### src/include/mmbd_pkg.sv
// shared constants, types and helpers for the memory map decoder
package mmbd_pkg;

  // ---------------------------------------------------------------
  // region bounds (inclusive byte addresses)
  // ---------------------------------------------------------------
  localparam logic [31:0] CODE_LAST     = 32'h1FFF_FFFF;
  localparam logic [31:0] BOOT_BASE     = 32'h0000_0000;
  localparam logic [31:0] BOOT_LAST     = 32'h0000_03FF;
  localparam logic [31:0] FLASH_BASE    = 32'h1000_0000;
  localparam logic [31:0] FLASH_LAST    = 32'h102F_FFFF;
  localparam logic [31:0] INFO_BASE     = 32'h1080_0000;
  localparam logic [31:0] INFO_LAST     = 32'h1080_3FFF;
  localparam logic [31:0] XF_BASE       = 32'h0800_0000;
  localparam logic [31:0] XF_LAST       = 32'h0FFF_FFFF;
  localparam logic [31:0] SRAM_RGN_BASE = 32'h2000_0000;
  localparam logic [31:0] SRAM_RGN_LAST = 32'h3FFF_FFFF;
  localparam logic [31:0] SRAM_BASE     = 32'h2000_0000;
  localparam logic [31:0] SRAM_LAST     = 32'h200F_FFFF;
  localparam logic [31:0] ALIAS_BASE    = 32'h2200_0000;
  localparam logic [31:0] ALIAS_LAST    = 32'h23FF_FFFF;
  localparam logic [31:0] DDR_BASE      = 32'h6000_0000;
  localparam logic [31:0] DDR_LAST      = 32'h7FFF_FFFF;
  localparam logic [31:0] XR_BASE       = 32'h8000_0000;
  localparam logic [31:0] XR_LAST       = 32'h9FFF_FFFF;

  // ---------------------------------------------------------------
  // alias offset fields and access sizes
  // ---------------------------------------------------------------
  localparam int BB_IDX_LO  = 2;
  localparam int BB_IDX_HI  = 6;
  localparam int BB_WORD_LO = 7;
  localparam int BB_WORD_HI = 24;
  localparam logic [1:0] SIZE_BYTE = 2'h0;
  localparam logic [1:0] SIZE_HALF = 2'h1;
  localparam logic [1:0] SIZE_WORD = 2'h2;

  // ---------------------------------------------------------------
  // types
  // ---------------------------------------------------------------
  typedef enum logic [2:0] {
    TGT_NONE  = 3'h0,
    TGT_FLASH = 3'h1,
    TGT_INFO  = 3'h2,
    TGT_XF    = 3'h3,
    TGT_XR    = 3'h4,
    TGT_DDR   = 3'h5,
    TGT_SRAM  = 3'h6
  } mmbd_target_e;

  typedef enum logic [1:0] {
    PATH_IBUS = 2'h0,
    PATH_DBUS = 2'h1,
    PATH_SBUS = 2'h2
  } mmbd_path_e;

  typedef enum logic [4:0] {
    ST_IDLE  = 5'h01,
    ST_MEM   = 5'h02,
    ST_BB_RD = 5'h04,
    ST_BB_WR = 5'h08,
    ST_RESP  = 5'h10
  } mmbd_state_e;

  typedef struct packed {
    logic        valid;
    mmbd_path_e  path;
    logic        core;
    logic        fetch;
    logic        write;
    logic [1:0]  size;
    logic [31:0] addr;
    logic [31:0] wdata;
  } mmbd_req_s;

  typedef struct packed {
    logic         valid;
    mmbd_target_e target;
    logic         cacheable;
    logic         write;
    logic [1:0]   size;
    logic [31:0]  addr;
    logic [31:0]  wdata;
  } mmbd_mem_s;

  typedef struct packed {
    logic        done;
    logic        error;
    logic [31:0] rdata;
  } mmbd_rsp_s;

  typedef struct packed {
    mmbd_target_e target;
    logic [31:0]  offset;
    logic         bitband;
    logic [4:0]   bit_idx;
    logic         cacheable;
    logic         error;
  } mmbd_dec_s;

  function automatic logic mmbd_in_rng(input logic [31:0] a,
                                       input logic [31:0] lo,
                                       input logic [31:0] hi);
    mmbd_in_rng = (a >= lo) && (a <= hi);
  endfunction : mmbd_in_rng

endpackage : mmbd_pkg

### src/rtl/mmbd_decoder.sv
// memory map decoder with sram bit-band alias translation
`timescale 1ns/1ps
module mmbd_decoder
  import mmbd_pkg::*;
(
  input  wire logic        ref_clk,
  input  wire logic        rst_n,
  input  wire logic        xf_en,
  input  wire logic        xr_en,
  input  wire logic        ddr_en,
  input  wire mmbd_req_s   req,
  input  wire logic        mem_ack,
  input  wire logic [31:0] mem_rdata,
  output mmbd_mem_s        mem,
  output mmbd_rsp_s        rsp
);

  // ---------------------------------------------------------------
  // region decode
  // ---------------------------------------------------------------
  mmbd_dec_s dec;

  mmbd_region_decode u_decode (
    .req    (req),
    .xf_en  (xf_en),
    .xr_en  (xr_en),
    .ddr_en (ddr_en),
    .dec    (dec)
  );

  // ---------------------------------------------------------------
  // state
  // ---------------------------------------------------------------
  mmbd_state_e state;
  mmbd_state_e next_state;
  mmbd_mem_s   next_mem;
  mmbd_rsp_s   next_rsp;
  logic [4:0]  bb_idx;
  logic [4:0]  next_bb_idx;
  logic        bb_write;
  logic        next_bb_write;
  logic        bb_set;
  logic        next_bb_set;
  logic [31:0] bb_mask;
  logic [31:0] bb_word;

  // ---------------------------------------------------------------
  // bit-band helpers
  // ---------------------------------------------------------------
  function automatic logic [31:0] mmbd_bit_mask(input logic [4:0] idx);
    mmbd_bit_mask = 32'h0000_0001 << idx;
  endfunction : mmbd_bit_mask

  always_comb begin
    bb_mask = mmbd_bit_mask(bb_idx);
    // only the addressed bit changes; the rest are written back as read
    if (bb_set) begin
      bb_word = mem_rdata | bb_mask;
    end else begin
      bb_word = mem_rdata & ~bb_mask;
    end
  end

  // ---------------------------------------------------------------
  // sequencer: next values
  // ---------------------------------------------------------------
  always_comb begin
    next_state    = state;
    next_mem      = mem;
    next_rsp      = rsp;
    next_bb_idx   = bb_idx;
    next_bb_write = bb_write;
    next_bb_set   = bb_set;
    next_rsp.done = 1'b0;
    unique case (state)
      ST_IDLE: begin
        if (req.valid) begin
          if (dec.error) begin
            // the master sees a fault instead of data
            next_rsp.done  = 1'b1;
            next_rsp.error = 1'b1;
            next_rsp.rdata = 32'h0000_0000;
            next_state     = ST_RESP;
          end else if (dec.bitband) begin
            // first step of a core alias access is one word read
            next_mem.valid     = 1'b1;
            next_mem.target    = TGT_SRAM;
            next_mem.cacheable = 1'b0;
            next_mem.write     = 1'b0;
            next_mem.size      = SIZE_WORD;
            next_mem.addr      = dec.offset;
            next_mem.wdata     = 32'h0000_0000;
            next_bb_idx        = dec.bit_idx;
            next_bb_write      = req.write;
            next_bb_set        = req.wdata[0];
            next_state         = ST_BB_RD;
          end else begin
            next_mem.valid     = 1'b1;
            next_mem.target    = dec.target;
            next_mem.cacheable = dec.cacheable;
            next_mem.write     = req.write;
            next_mem.size      = req.size;
            next_mem.addr      = dec.offset;
            next_mem.wdata     = req.wdata;
            next_state         = ST_MEM;
          end
        end
      end
      ST_MEM: begin
        if (mem_ack) begin
          next_mem.valid = 1'b0;
          next_rsp.done  = 1'b1;
          next_rsp.error = 1'b0;
          next_rsp.rdata = mem_rdata;
          next_state     = ST_RESP;
        end
      end
      ST_BB_RD: begin
        if (mem_ack) begin
          if (bb_write) begin
            // keep the same word address, turn the read into a write
            next_mem.write = 1'b1;
            next_mem.wdata = bb_word;
            next_state     = ST_BB_WR;
          end else begin
            next_mem.valid = 1'b0;
            next_rsp.done  = 1'b1;
            next_rsp.error = 1'b0;
            next_rsp.rdata = {31'h0000_0000, mem_rdata[bb_idx]};
            next_state     = ST_RESP;
          end
        end
      end
      ST_BB_WR: begin
        if (mem_ack) begin
          next_mem.valid = 1'b0;
          next_mem.write = 1'b0;
          next_rsp.done  = 1'b1;
          next_rsp.error = 1'b0;
          next_rsp.rdata = 32'h0000_0000;
          next_state     = ST_RESP;
        end
      end
      ST_RESP: begin
        // one dead cycle lets the master drop valid after done
        next_state = ST_IDLE;
      end
      default: begin
        next_state    = ST_IDLE;
        next_mem      = '0;
        next_rsp      = '0;
      end
    endcase
  end

  // ---------------------------------------------------------------
  // sequencer: registers
  // ---------------------------------------------------------------
  always_ff @(posedge ref_clk or negedge rst_n) begin
    if (!rst_n) begin
      state    <= ST_IDLE;
      mem      <= '0;
      rsp      <= '0;
      bb_idx   <= 5'h00;
      bb_write <= 1'b0;
      bb_set   <= 1'b0;
    end else begin
      state    <= next_state;
      mem      <= next_mem;
      rsp      <= next_rsp;
      bb_idx   <= next_bb_idx;
      bb_write <= next_bb_write;
      bb_set   <= next_bb_set;
    end
  end

  logic take;
  assign take = (state == ST_IDLE) && req.valid;
endmodule : mmbd_decoder

### src/rtl/mmbd_region_decode.sv
// combinational region decode of one bus request
`timescale 1ns/1ps
module mmbd_region_decode
  import mmbd_pkg::*;
(
  input  wire mmbd_req_s req,
  input  wire logic      xf_en,
  input  wire logic      xr_en,
  input  wire logic      ddr_en,
  output mmbd_dec_s      dec
);

  logic        code;
  logic        path_ok;
  logic [31:0] aoff;

  always_comb begin
    aoff = req.addr - ALIAS_BASE;
    dec  = '0;
    code = mmbd_in_rng(req.addr, BOOT_BASE, CODE_LAST);
    // code space is fed by the system bus and two core buses, one per access kind
    if (code) begin
      path_ok = (req.path == PATH_SBUS) ||
                (req.path == PATH_IBUS && req.fetch) ||
                (req.path == PATH_DBUS && !req.fetch);
    end else begin
      path_ok = (req.path == PATH_SBUS);
    end
    if (!path_ok) begin
      dec.error = 1'b1;
    end else if (mmbd_in_rng(req.addr, BOOT_BASE, BOOT_LAST)) begin
      dec.target = TGT_FLASH;
      dec.offset = req.addr;
      dec.error  = req.write;
    end else if (mmbd_in_rng(req.addr, FLASH_BASE, FLASH_LAST)) begin
      dec.target = TGT_FLASH;
      dec.offset = req.addr - FLASH_BASE;
    end else if (mmbd_in_rng(req.addr, INFO_BASE, INFO_LAST)) begin
      dec.target = TGT_INFO;
      dec.offset = req.addr - INFO_BASE;
      dec.error  = req.write;
    end else if (xf_en && mmbd_in_rng(req.addr, XF_BASE, XF_LAST)) begin
      dec.target = TGT_XF;
      dec.offset = req.addr - XF_BASE;
      dec.error  = req.write;
    end else if (mmbd_in_rng(req.addr, SRAM_BASE, SRAM_LAST)) begin
      dec.target = TGT_SRAM;
      dec.offset = req.addr - SRAM_BASE;
      dec.error  = (req.size > SIZE_WORD);
    end else if (mmbd_in_rng(req.addr, ALIAS_BASE, ALIAS_LAST)) begin
      // translation exists only for the core; others fault
      dec.target  = TGT_SRAM;
      dec.offset  = {12'h000, aoff[BB_WORD_HI:BB_WORD_LO], 2'h0};
      dec.bit_idx = aoff[BB_IDX_HI:BB_IDX_LO];
      dec.bitband = req.core;
      dec.error   = !req.core;
    end else if (ddr_en && mmbd_in_rng(req.addr, DDR_BASE, DDR_LAST)) begin
      dec.target = TGT_DDR;
      dec.offset = req.addr - DDR_BASE;
    end else if (xr_en && mmbd_in_rng(req.addr, XR_BASE, XR_LAST)) begin
      dec.target = TGT_XR;
      dec.offset = req.addr - XR_BASE;
    end else begin
      dec.error = 1'b1;
    end
    if (dec.error) begin
      dec.target  = TGT_NONE;
      dec.bitband = 1'b0;
    end
    // only flash-backed fetches go through a cache; sram never does
    dec.cacheable = req.fetch &&
                    (dec.target == TGT_FLASH || dec.target == TGT_XF);
  end

endmodule : mmbd_region_decode

### config.mk
export PLATFORM = sky130hd
export DESIGN_NAME = mmbd_decoder
export DESIGN_NICKNAME = d
export VERILOG_FILES = /design/src/include/mmbd_pkg.sv /design/src/rtl/mmbd_decoder.sv /design/src/rtl/mmbd_region_decode.sv
export SDC_FILE = /design/constraint.sdc
export NUM_CORES = 1
export LEC_CHECK = 0
export BUFFER_PORTS_ARGS = -buffer_cell sky130_fd_sc_hd__buf_4
export CORE_MARGIN = 1
export CORE_UTILIZATION = 55
export DETAILED_ROUTE_END_ITERATION = 8
export PLACE_DENSITY = 0.84
export SYNTH_ARGS = -nofsm -noshare
export SYNTH_HDL_FRONTEND = slang
export SYNTH_SLANG_ARGS = --single-unit
### constraint.sdc
create_clock -name ref_clk -period 3.8 [get_ports ref_clk]
set_input_delay 0.76 -clock ref_clk [delete_from_list [all_inputs] [get_ports ref_clk]]
set_output_delay 0.76 -clock ref_clk [all_outputs]
set_load 0.05 [all_outputs]
==> key figures, run 1 <==
Clock network
  – Clock tree buffer depth: 2
  – Clk_lat worst skew: roughly 0.43 ns
  – # hold bufs at CTS: 0
  – Post_cts resized: 0
  – Clock tree sinks: ~120
  – CTS clk-pin slew, worst paths: 0.06 ns
  – CTS tree: built
  – Cts bufs inserted: 17
  – H-Tree Depth: 4
  – Setup Buffers After CTS: 0
  – Root Driver: clkbuf_16

Timing
  – Crit path time final: around 3.4 ns
  – Max Freq: approximately 300 MHz
  – Max-slew headroom: roughly 27%
  – Setup ws final: between 0.3 and 0.4 ns
  – Slew Limit Fails: 0
  – Final Setup Violations: 0
  – Final Hold Fails: 0
  – Clock Skew: just under 0.009 ns
  – Period utilization: ~90%
  – Worst slew pin tran: about 1.1 ns
  – RSZ-0062 raised after global routing: false

Cells and area
  – Most common cell after layout, fill and taps aside: buf_4
  – Diode count: 0
  – # fillers: 813
  – Sequential cell area: around 3000 µm²
  – Commonest cells after routing, fill and taps aside: 265 x buf_4, 117 x dfrtp_1, 86 x nand2_1
  – Final Net Count: 1,087
  – Share of cells above drive strength 1: 40.68%
  – Design area: approximately 10000 µm²
  – Multi-input gate area: 4071 µm²
  – Area Overhead vs Synth: 36.85%

GRT
  – Largest net degree at the start of global routing: 75
  – Total Routing Usage GR: a little over a third
  – Initial antenna violation count: 0
  – First-pass GRT wire length: 36.60 mm
  – Gr ovfl total: 0
  – Number of global-route vias before repair: between 7,000 and 8,000

Critical path
  – Slowest library cell on the worst path: or4_4
  – Setup crit start kind: input port
  – Top delay family on crit path: simple AND/OR/NAND/NOR gates
  – Worst R2R Setup Slack: between 1 and 1.5 ns
  – CP endpoint kind: flip-flop
  – Crit path DAT: ~3.7 ns
  – Buf/Inv on CP: 2
  – Cells along the critical path: buf_4 > or4_4 > nor4_4 > nand4_1 > a221oi_4 > nand3_1 > a211oi_2 > o21ai_2 > nand3_2 > buf_12 > mux2_2
  – Worst Path Required: approximately 4.1 ns
  – Max incr delay on CP: roughly 0.57 ns
  – Critical path peak fanout: 36
  – Kind of critical path: in2reg

Power
  – Pwr dens: 500.5 nW/µm²
  – Power Internal: slightly above 3 mW
  – P_sw: 1.913 mW
  – Sequential fraction of design power: roughly a third
  – Lkg Pwr: slightly below 5 nW
  – Peak VDD IR: ~0.23 mV
  – Clk pwr share: 31.6%
  – Switch share: between 30% and 40%
  – Combinational share of power: roughly 37%

Synth
  – Ys Warns: 0
  – Syn nets: approximately 840
  – Seq/Total Area, Yosys: between 40 and 50%
  – Post-synth EDFFs: 0
  – Mapped Cells: approximately 700
  – Syn_area_per_cell: 10.16 µm²
  – Asr flop ratio synth: 100.0%
  – Post-synth cell types: about 70
  – Yosys reg bits: 118
  – Ys flop type: dfrtp_1
  – Synthesized area: approximately 7300 µm²

Place
  – GPL Wtd Cong: just over 0.9
  – Placed Area: between 9000 and 10,000 µm²
  – PortBufs: 215
  – Setup WS pre-CTS: -0.02087 ns
  – Dpl hpwl: roughly 18 mm

Die
  – Die Height: 117.2 µm
  – Core area: ~13,000 µm²
  – # rows: a little over 40
  – Initial core utilization: a little under three fifths
  – Die width: about 120 µm
  – Die area: about 14,000 µm²
  – I/O pin cnt: 216

Routing
  – WL final: approximately 24 mm
  – Initial DRC count: ~650
  – Via count: 7,254
  – Drt first pass iters: 6
  – DRC viols: 0
  – Vias/cell: around 6.3
  – WL/cell: approximately 21 µm
  – Final ANT Viol Nets: 0

Run
  – Maxcap violations: 0

Status
  – Outcome: completed

Min path
  – Hold Crit Class: in2async
-- routing by layer --
layer | wire [µm] | global-route usage, %
met1 | 9193 | 43.26
met2 | 11610 | 59.22
met5 | 0 | 0
met4 | 878 | 15.70
met3 | 2321 | 8.805
-- worst reg2reg max path, delay by kind of cell, from the launching register on --
kind	cells	cell delay (ns)
muxes	3	1.28
DFF	1	0.92
AOI/OAI and AO/OA	2	0.32
-- stage by stage --
| step | hold slack [ns] | utilization [%] | total power [mW] | TNS [ns] | std cells |
|---|---|---|---|---|---|
| 2_1_floorplan | 0.4533 | - | 2.735 | 0 | 718 |
| 3_3_place_gp | 0.4783 | 73.64 | 3.376 | -0.01449 | 1116 |
| 3_5_place_dp | 0.4801 | 73.64 | 3.426 | -0.1078 | 1116 |
| 4_1_cts | 0.4933 | 78.18 | 4.996 | 0 | 1148 |
| 5_1_grt | 0.5174 | 78.18 | 5.171 | 0 | 1148 |
| 6_report | 0.4662 | 78.18 | 4.998 | 0 | 1148 |
-- power by group through the flow --
stage               sequential, mW  clock (mW)  combinational, mW
detailed placement            1.58           0               1.84
finish                        1.57        1.58               1.85
CTS                           1.56        1.58               1.85
global placement              1.57           0               1.81
global route                  1.58        1.65               1.94
floorplan                     2.21           0              0.528
-- kinds of logic (layout without fill, tap and decap cells) --
| family | Yosys count | count (layout) | share of synthesized area, % |
|---|---|---|---|
| xor gates and xnor gates | 3 | 3 | 0.3601 |
| and+or+nand+nor | 232 | 232 | 16.51 |
| adders and majority gates | 14 | 14 | 2.401 |
| AOI/OAI and AO/OA | 179 | 179 | 17.64 |
| buffers and inverters | 60 | 318 | 3.755 |
| muxes | 112 | 112 | 18.84 |
| DFF | 118 | 118 | 40.48 |
-- flip-flops by register name, summed over array words and instances, names as in the netlist --
register  cells
rsp          34
state         5
mem          72
bb_set        1
bb_idx        5
bb_write      1
-- final timing paths --
check	depth (start not counted)	start	endpoint
max in group asynchronous	2	rst_n	state[0]$_DFFE_PN1P_
setup / recovery	11	req[44]	mem[37]$_DFFE_PN0P_
hold reg to reg	1	mem[71]$_DFFE_PN0P_	mem[71]$_DFFE_PN0P_
min in group ref_clk	1	mem[71]$_DFFE_PN0P_	mem[71]$_DFFE_PN0P_
setup reg to reg	5	bb_idx[0]$_DFFE_PN0P_	rsp[0]$_DFFE_PN0P_
hold / removal	1	rst_n	mem[19]$_DFFE_PN0P_
-- final cells by class --
cell class                      count  share of cell area [%]
Tap cell                          172                   2.155
Clock buffer                       18                   4.298
Sequential cell                   118                   29.58
Timing Repair Buffer              271                   21.13
Multi-Input combinational cell    540                   40.77
Clock inverter                     14                   1.504
Inverter                           15                  0.5638
-- cells in the mapped netlist (3+ instances only) --
| cell type | n | area [µm²] |
|---|---|---|
| dfrtp_1 | 117 | 2928 |
| nand2_1 | 86 | 322.8 |
| a22o_1 | 53 | 464.2 |
| o21ai_0 | 52 | 260.3 |
| mux2_2 | 51 | 574.3 |
| mux2i_1 | 38 | 380.4 |
| nor2_1 | 34 | 127.6 |
| clkbuf_1 | 26 | 97.59 |
| a21oi_1 | 19 | 95.09 |
| inv_1 | 15 | 56.30 |
| ha_1 | 14 | 175.2 |
| mux2_4 | 13 | 195.2 |
| nand3_1 | 13 | 65.06 |
| nor3_1 | 13 | 65.06 |
| buf_2 | 12 | 60.06 |
| nand4_1 | 11 | 68.82 |
| mux4_2 | 10 | 225.2 |
| and3_1 | 9 | 56.30 |
| a31oi_1 | 8 | 50.05 |
| nor2b_1 | 8 | 50.05 |
| and4_1 | 7 | 61.31 |
| nor4_1 | 7 | 43.79 |
| nand2b_1 | 6 | 37.54 |
| nand3b_1 | 5 | 37.54 |
| or3_1 | 5 | 31.28 |
| or4_1 | 5 | 37.54 |
| a211oi_1 | 4 | 30.03 |
| nor3b_1 | 4 | 30.03 |
| a21o_1 | 3 | 22.52 |
| and2_1 | 3 | 18.77 |
| buf_4 | 3 | 22.52 |
| buf_6 | 3 | 33.78 |
| nand4b_1 | 3 | 26.28 |
| o211ai_1 | 3 | 22.52 |
| o31ai_1 | 3 | 22.52 |
| xor2_1 | 3 | 26.28 |
(Power assumes the default switching activity.)
==> run 2: changes to the inputs <==
REMOVE_ABC_BUFFERS = 1   (was default)
==> run 2 against run 1 <==
  * Register-to-register slack got worse by 0.14 ns
  * Wire length decreased by 0.40%
  * Final cell count decreased by 0.61%
  * Power about the same
  * Flip-flop and latch count unchanged
  * Core utilization decreased by 0.28 points
  * Sequential share of layout area increased by 0.11 points
  * Count of clock-buffer cells in the layout increased by 4
  * Via count decreased by 1.5%
  * Setup slack improved by 0.052 ns
  * Clock skew about the same
==> key figures, run 2 (synthesis gave the netlist of run 1 again) <==
Timing
  – RSZ-0062 raised after global routing: false
  – Period utilization: 88.71% (-1.4 points)
  – Setup ws final: 0.4290 ns (+0.05199 ns)
  – Slew Limit Fails: 0 (unchanged)
  – Worst slew pin tran: 1.073 ns (-0.01370 ns)
  – Final setup TNS: 0 ns (unchanged)
  – Max-slew headroom: 28.28% (+0.92 points)
  – Final Hold Fails: 0 (unchanged)
  – Final Setup Violations: 0 (unchanged)
  – Crit path time final: 3.371 ns (-0.05199 ns)
  – Clock Skew: 0.008730 ns (-0.0001423 ns)
  – Max Freq: 296.7 MHz (+1.5%)

GRT
  – Number of global-route vias before repair: 7,063 (+0.028%)
  – First-pass GRT wire length: 36.67 mm (+0.19%)
  – Total Routing Usage GR: 35.47% (+0.10 points)
  – Gr ovfl total: 0 (unchanged)
  – Initial antenna violation count: 0 (unchanged)
  – Largest net degree at the start of global routing: 83 (+11%)

Clock network
  – Clk_lat worst skew: 0.42 ns (about the same)
  – Setup Buffers After CTS: 0 (unchanged)
  – CTS clk-pin slew, worst paths: 0.05 ns (about the same)
  – Post_cts resized: 0 (unchanged)
  – CTS tree: built
  – Cts bufs inserted: 17 (unchanged)
  – Clock tree buffer depth: 2 (unchanged)
  – # hold bufs at CTS: 0 (unchanged)
  – H-Tree Depth: 4 (unchanged)
  – Clock tree sinks: 118 (unchanged)
  – Root Driver: clkbuf_16

Die
  – Core area: 12,770 µm² (unchanged)
  – Initial core utilization: 57.13% (unchanged)
  – Die area: 13,730 µm² (unchanged)
  – Die width: 117.2 µm (unchanged)
  – # rows: 41 (unchanged)
  – Die Height: 117.2 µm (unchanged)
  – I/O pin cnt: 216 (unchanged)

Min path
  – Hold Crit Class: reg2reg

Run
  – Maxcap violations: 0 (unchanged)

Power
  – Peak VDD IR: 0.2800 mV (+23%)
  – Design Power: 5.000 mW (about the same)
  – Lkg Pwr: 4.893 nW (-0.26%)
  – Pwr dens: 502.6 nW/µm² (+0.41%)

Cells and area
  – Most flops, register: mem
  – Share of cells above drive strength 1: 40.14% (-0.53 points)
  – Top flop regs: mem x72, rsp x34
  – Final Net Count: 1,081 (-0.55%)
  – Max reg flops: 72 (unchanged)
  – Most common cell after layout, fill and taps aside: buf_4
  – Commonest cells after routing, fill and taps aside: 258 x buf_4, 117 x dfrtp_1, 86 x nand2_1
  – Diode count: 0 (unchanged)
  – Finished Layout Cells: 1,141 (-0.61%)
  – Final Util: 77.89% (-0.28 points)
  – Area Overhead vs Synth: 36.35%

Critical path
  – Crit path DAT: 3.67 ns (-0.06 ns)
  – Kind of critical path: in2reg
  – Setup crit start kind: input port
  – Critical path peak fanout: 29 (-19%)
  – Worst Path Required: 4.10 ns (about the same)
  – CP endpoint kind: flip-flop

Routing
  – Final ANT Viol Nets: 0 (unchanged)
  – DRC viols: 0 (unchanged)
  – Via count: 7,147 (-1.5%)
  – Vias/cell: 6.264 (-0.87%)
  – Initial DRC count: 628 (-3.1%)
  – Drt first pass iters: 5 (-1)
  – WL final: 23.91 mm (-0.40%)
  – WL/cell: 20.96 µm (+0.22%)

Place
  – PortBufs: 215 (unchanged)
  – Inst Count DP: 1,110 (-0.54%)
  – Setup WS pre-CTS: 0.01911 ns (+0.03998 ns)
  – Dpl hpwl: 17.47 mm (-1.3%)
  – GPL Wtd Cong: 0.9406 (+0.75%)

Status
  – Outcome: completed
==> run 2: cell count changes in the layout (fill, tap and decap cells not counted) <==
cell / delta
clkinvlp_4: -2
buf_12: +1
clkinv_4: -2
clkbuf_1: +1
clkbuf_8: +3
buf_4: -7
clkinv_2: +2
inv_6: -3
==> run 2: metrics by stage <==
step / hold slack [ns] / area (µm²)
CTS: 0.5019 / 9950
global placement: 0.4769 / 9374
global route: 0.5197 / 9950
floorplan: 0.4533 / 7079
detailed placement: 0.4873 / 9374
finish: 0.4995 / 9950
==> run 2: final timing paths <==
kind	end	slack, ns	cells past startpoint	from
worst max-delay path	mem[69]$_DFFE_PN0P_	0.43	11	req[46]
worst max register to register	rsp[0]$_DFFE_PN0P_	1.04	5	bb_idx[0]$_DFFE_PN0P_
worst min-delay path	mem[71]$_DFFE_PN0P_	0.50	1	mem[71]$_DFFE_PN0P_
worst min register to register	mem[71]$_DFFE_PN0P_	0.50	1	mem[71]$_DFFE_PN0P_
max in group asynchronous	mem[24]$_DFFE_PN0P_	2.45	2	rst_n
min in group asynchronous	mem[54]$_DFFE_PN0P_	0.51	1	rst_n
==> run 2: report_power, final <==
part | internal (mW) | leakage [nW] | switching, mW
Combinational | 0.675 | 3.01 | 1.18
Sequential | 1.45 | 1.60 | 0.117
Clock | 1.01 | 0.286 | 0.570
==> run 2: area by class of cell <==
cell class	instances	area, µm²
clock buffer	22	474.2
inverter	15	56.30
timing repair buffer	265	2077
fill	840	2824
tap	172	215.2
sequential	118	2954
multi-input combinational	540	4071
clock inverter	9	101.3
==> run 2: critical path, stage by stage <==
cell      delay (ns)
buf_4           0.12
or4_1           0.62
nor4_4          0.37
nand4_1         0.21
a221oi_4        0.32
nand3_1         0.14
a211oi_2        0.28
o21ai_2         0.14
nand3_2         0.11
buf_12          0.21
mux2_2          0.37
==> run 2: layer usage <==
| metal | track usage [%] | up-vias | share of wire (%) |
|---|---|---|---|
| met2 | 58.67 | 455 | 48 |
| li1 | - | 3175 | - |
| met3 | 8.033 | 92 | 8.5 |
| met5 | 0 | - | 0 |
| met1 | 42.55 | 3425 | 39 |
| met4 | 20.59 | 0 | 4.6 |
==> run 3: changes to the inputs <==
==> constraint.sdc (replaced) <==
create_clock -name ref_clk -period 3.8 [get_ports ref_clk]
set_input_delay 0.38 -clock ref_clk [delete_from_list [all_inputs] [get_ports ref_clk]]
set_output_delay 0.38 -clock ref_clk [all_outputs]
set_load 0.05 [all_outputs]
==> run 3 against run 2 <==
  * Global-route usage fell by 0.85 points
  * Power fell by 0.19%
  * Sequential share of layout area rose by 0.71 points
  * First-iteration DRC count rose by 2.5%
  * Count of clock-buffer cells in the layout fell by 1
  * Clock skew fell by 0.0020 ns
  * Non-clock buffer count fell by 30
  * Clock power barely moved
  * Core utilization fell by 1.8 points
  * Setup slack improved by 0.22 ns
  * Critical path depth rose by 1
  * Design area fell by 2.3%
  * Critical endpoint is now mem[37]$_DFFE_PN0P_
==> key figures, run 3 (synthesis gave the netlist of run 1 again) <==
Timing
  – Max Freq: 317.5 MHz (+7.0%)
  – Max-slew headroom: 22.59% (-5.7 points)
  – Crit path time final: 3.150 ns (-0.2214 ns)
  – Clock Skew: 0.006767 ns (-0.001963 ns)
  – Setup ws final: 0.6504 ns (+0.2214 ns)
  – RSZ-0062 raised after global routing: false
  – Period utilization: 82.88% (-5.8 points)
  – Slew Limit Fails: 0 (unchanged)
  – Final Hold Fails: 0 (unchanged)
  – Worst slew pin tran: 1.161 ns (+0.08787 ns)
  – Final Setup Violations: 0 (unchanged)

Clock network
  – H-Tree Depth: 4 (unchanged)
  – Clk_lat worst skew: 0.42 ns (about the same)
  – CTS tree: built
  – Clock tree sinks: 118 (unchanged)
  – Root Driver: clkbuf_16
  – Setup Buffers After CTS: 0 (unchanged)
  – Cts bufs inserted: 17 (unchanged)
  – # hold bufs at CTS: 0 (unchanged)
  – Post_cts resized: 0 (unchanged)
  – Clock tree buffer depth: 2 (unchanged)
  – CTS clk-pin slew, worst paths: 0.05 ns (about the same)

Power
  – Pwr dens: 513.6 nW/µm² (+2.2%)
  – Lkg Pwr: 4.741 nW (-3.1%)
  – Clk pwr share: 32.3% (+0.8 points)
  – Sequential fraction of design power: 31.2% (about the same)
  – P_sw: 1.830 mW (-2.2%)
  – Peak VDD IR: 0.2358 mV (-16%)
  – Switch share: 36.67% (-0.75 points)
  – Power Internal: 3.161 mW (+1.0%)
  – Combinational share of power: 36.5% (-0.7 points)

Die
  – I/O pin cnt: 216 (unchanged)
  – Die width: 117.2 µm (unchanged)
  – Die area: 13,730 µm² (unchanged)
  – Die Height: 117.2 µm (unchanged)
  – Initial core utilization: 57.13% (unchanged)
  – # rows: 41 (unchanged)
  – Core area: 12,770 µm² (unchanged)

Routing
  – Via count: 7,073 (-1.0%)
  – DRC viols: 0 (unchanged)
  – Drt first pass iters: 5 (unchanged)
  – Final ANT Viol Nets: 0 (unchanged)
  – WL/cell: 21.46 µm (+2.4%)
  – Vias/cell: 6.395 (+2.1%)
  – WL final: 23.74 mm (-0.74%)
  – Initial DRC count: 644 (+2.5%)

Run
  – Maxcap violations: 0 (unchanged)

Critical path
  – Worst r2r src: bb_idx[0]$_DFFE_PN0P_
  – CP endpoint kind: flip-flop
  – Setup crit start kind: input port
  – Crit path DAT: 3.45 ns (-0.22 ns)
  – CP Launch Point: req[46]
  – Kind of critical path: in2reg
  – Critical path peak fanout: 38 (+31%)
  – Cells on worst reg2reg path: 5 (unchanged)
  – Worst Path Required: 4.10 ns (about the same)

Cells and area
  – Final Util: 76.07% (-1.8 points)
  – Most flops, register: mem
  – Share of cells above drive strength 1: 38.12% (-2.0 points)
  – Top flop regs: mem x72, rsp x34
  – Design area: 9717 µm² (-2.3%)
  – Commonest cells after routing, fill and taps aside: 229 x buf_4, 117 x dfrtp_1, 86 x nand2_1
  – Max reg flops: 72 (unchanged)
  – Area Overhead vs Synth: 33.16%
  – Most common cell after layout, fill and taps aside: buf_4
  – Diode count: 0 (unchanged)
  – Final Net Count: 1,051 (-2.8%)
  – Finished Layout Cells: 1,106 (-3.1%)

Min path
  – Hold Crit Class: in2async

Place
  – Dpl hpwl: 16.75 mm (-4.1%)
  – Setup WS pre-CTS: 0.2617 ns (+0.2426 ns)
  – PortBufs: 215 (unchanged)
  – Inst Count DP: 1,080 (-2.7%)
  – GPL Wtd Cong: 0.9693 (+3.1%)
  – Placed Area: 9136 µm² (-2.5%)

GRT
  – First-pass GRT wire length: 35.91 mm (-2.1%)
  – Number of global-route vias before repair: 6,833 (-3.3%)
  – Largest net degree at the start of global routing: 89 (+7.2%)
  – Gr ovfl total: 0 (unchanged)
  – Initial antenna violation count: 0 (unchanged)
  – Total Routing Usage GR: 34.62% (-0.85 points)

Status
  – Outcome: completed
-- run 3: cell types whose count changed in the layout (fill, tap and decap cells not counted), sizes merged --
| cell | before | now |
|---|---|---|
| clkinvlp | 1 | 0 |
| clkbuf | 22 | 21 |
| clkinv | 6 | 2 |
| bufinv | 2 | 3 |
| buf | 265 | 235 |
-- run 3: stage by stage --
stage / hold WS, ns / power, mW / TNS [ns]
finish: 0.1656 / 4.990 / 0
global route: 0.2083 / 5.141 / 0
CTS: 0.1981 / 4.991 / 0
detailed placement: 0.4856 / 3.378 / 0
global placement: 0.4893 / 3.343 / 0
floorplan: 0.08441 / 2.692 / -6.073
-- run 3: path summary, 6_finish.rpt --
check,to,slack [ns]
worst min register to register,state[3]$_DFFE_PN0P_,0.50
worst min-delay path,rsp[22]$_DFFE_PN0P_,0.17
min in group ref_clk,rsp[26]$_DFFE_PN0P_,0.21
worst max register to register,rsp[0]$_DFFE_PN0P_,1.07
worst max-delay path,mem[37]$_DFFE_PN0P_,0.65
max in group asynchronous,mem[63]$_DFFE_PN0P_,2.62
-- run 3: routing by layer --
metal,track usage (%),part of all wire [%]
met3,7.106,8.6
met1,43.30,39
met5,0,0
met2,58.47,49
met4,14.35,3.0
-- run 3: power groups by stage --
stage | clock network (mW) | registers (mW) | logic [mW]
final | 1.61 | 1.56 | 1.82
after global routing | 1.67 | 1.58 | 1.90
after detailed placement | 0 | 1.57 | 1.80
after global placement | 0 | 1.56 | 1.78
after floorplan | 0 | 2.21 | 0.483
after CTS | 1.62 | 1.56 | 1.82
-- run 3: area by class of cell --
class	instances	area (µm²)
multi-input combinational	540	4071
fill	869	3057
sequential	118	2954
timing repair buffer	235	1839
clock buffer	21	480.5
tap	172	215.2
clock inverter	5	100.1
inverter	15	56.30
-- run 3: worst max-delay path, stage by stage --
cell      delay, ns
buf_4          0.12
or4_1          0.61
nor4_4         0.38
nand4_1        0.13
a211oi_1       0.26
buf_4          0.23
nor2_1         0.10
o311ai_1       0.33
o21ai_2        0.13
nand3_2        0.10
buf_12         0.24
mux2_2         0.38
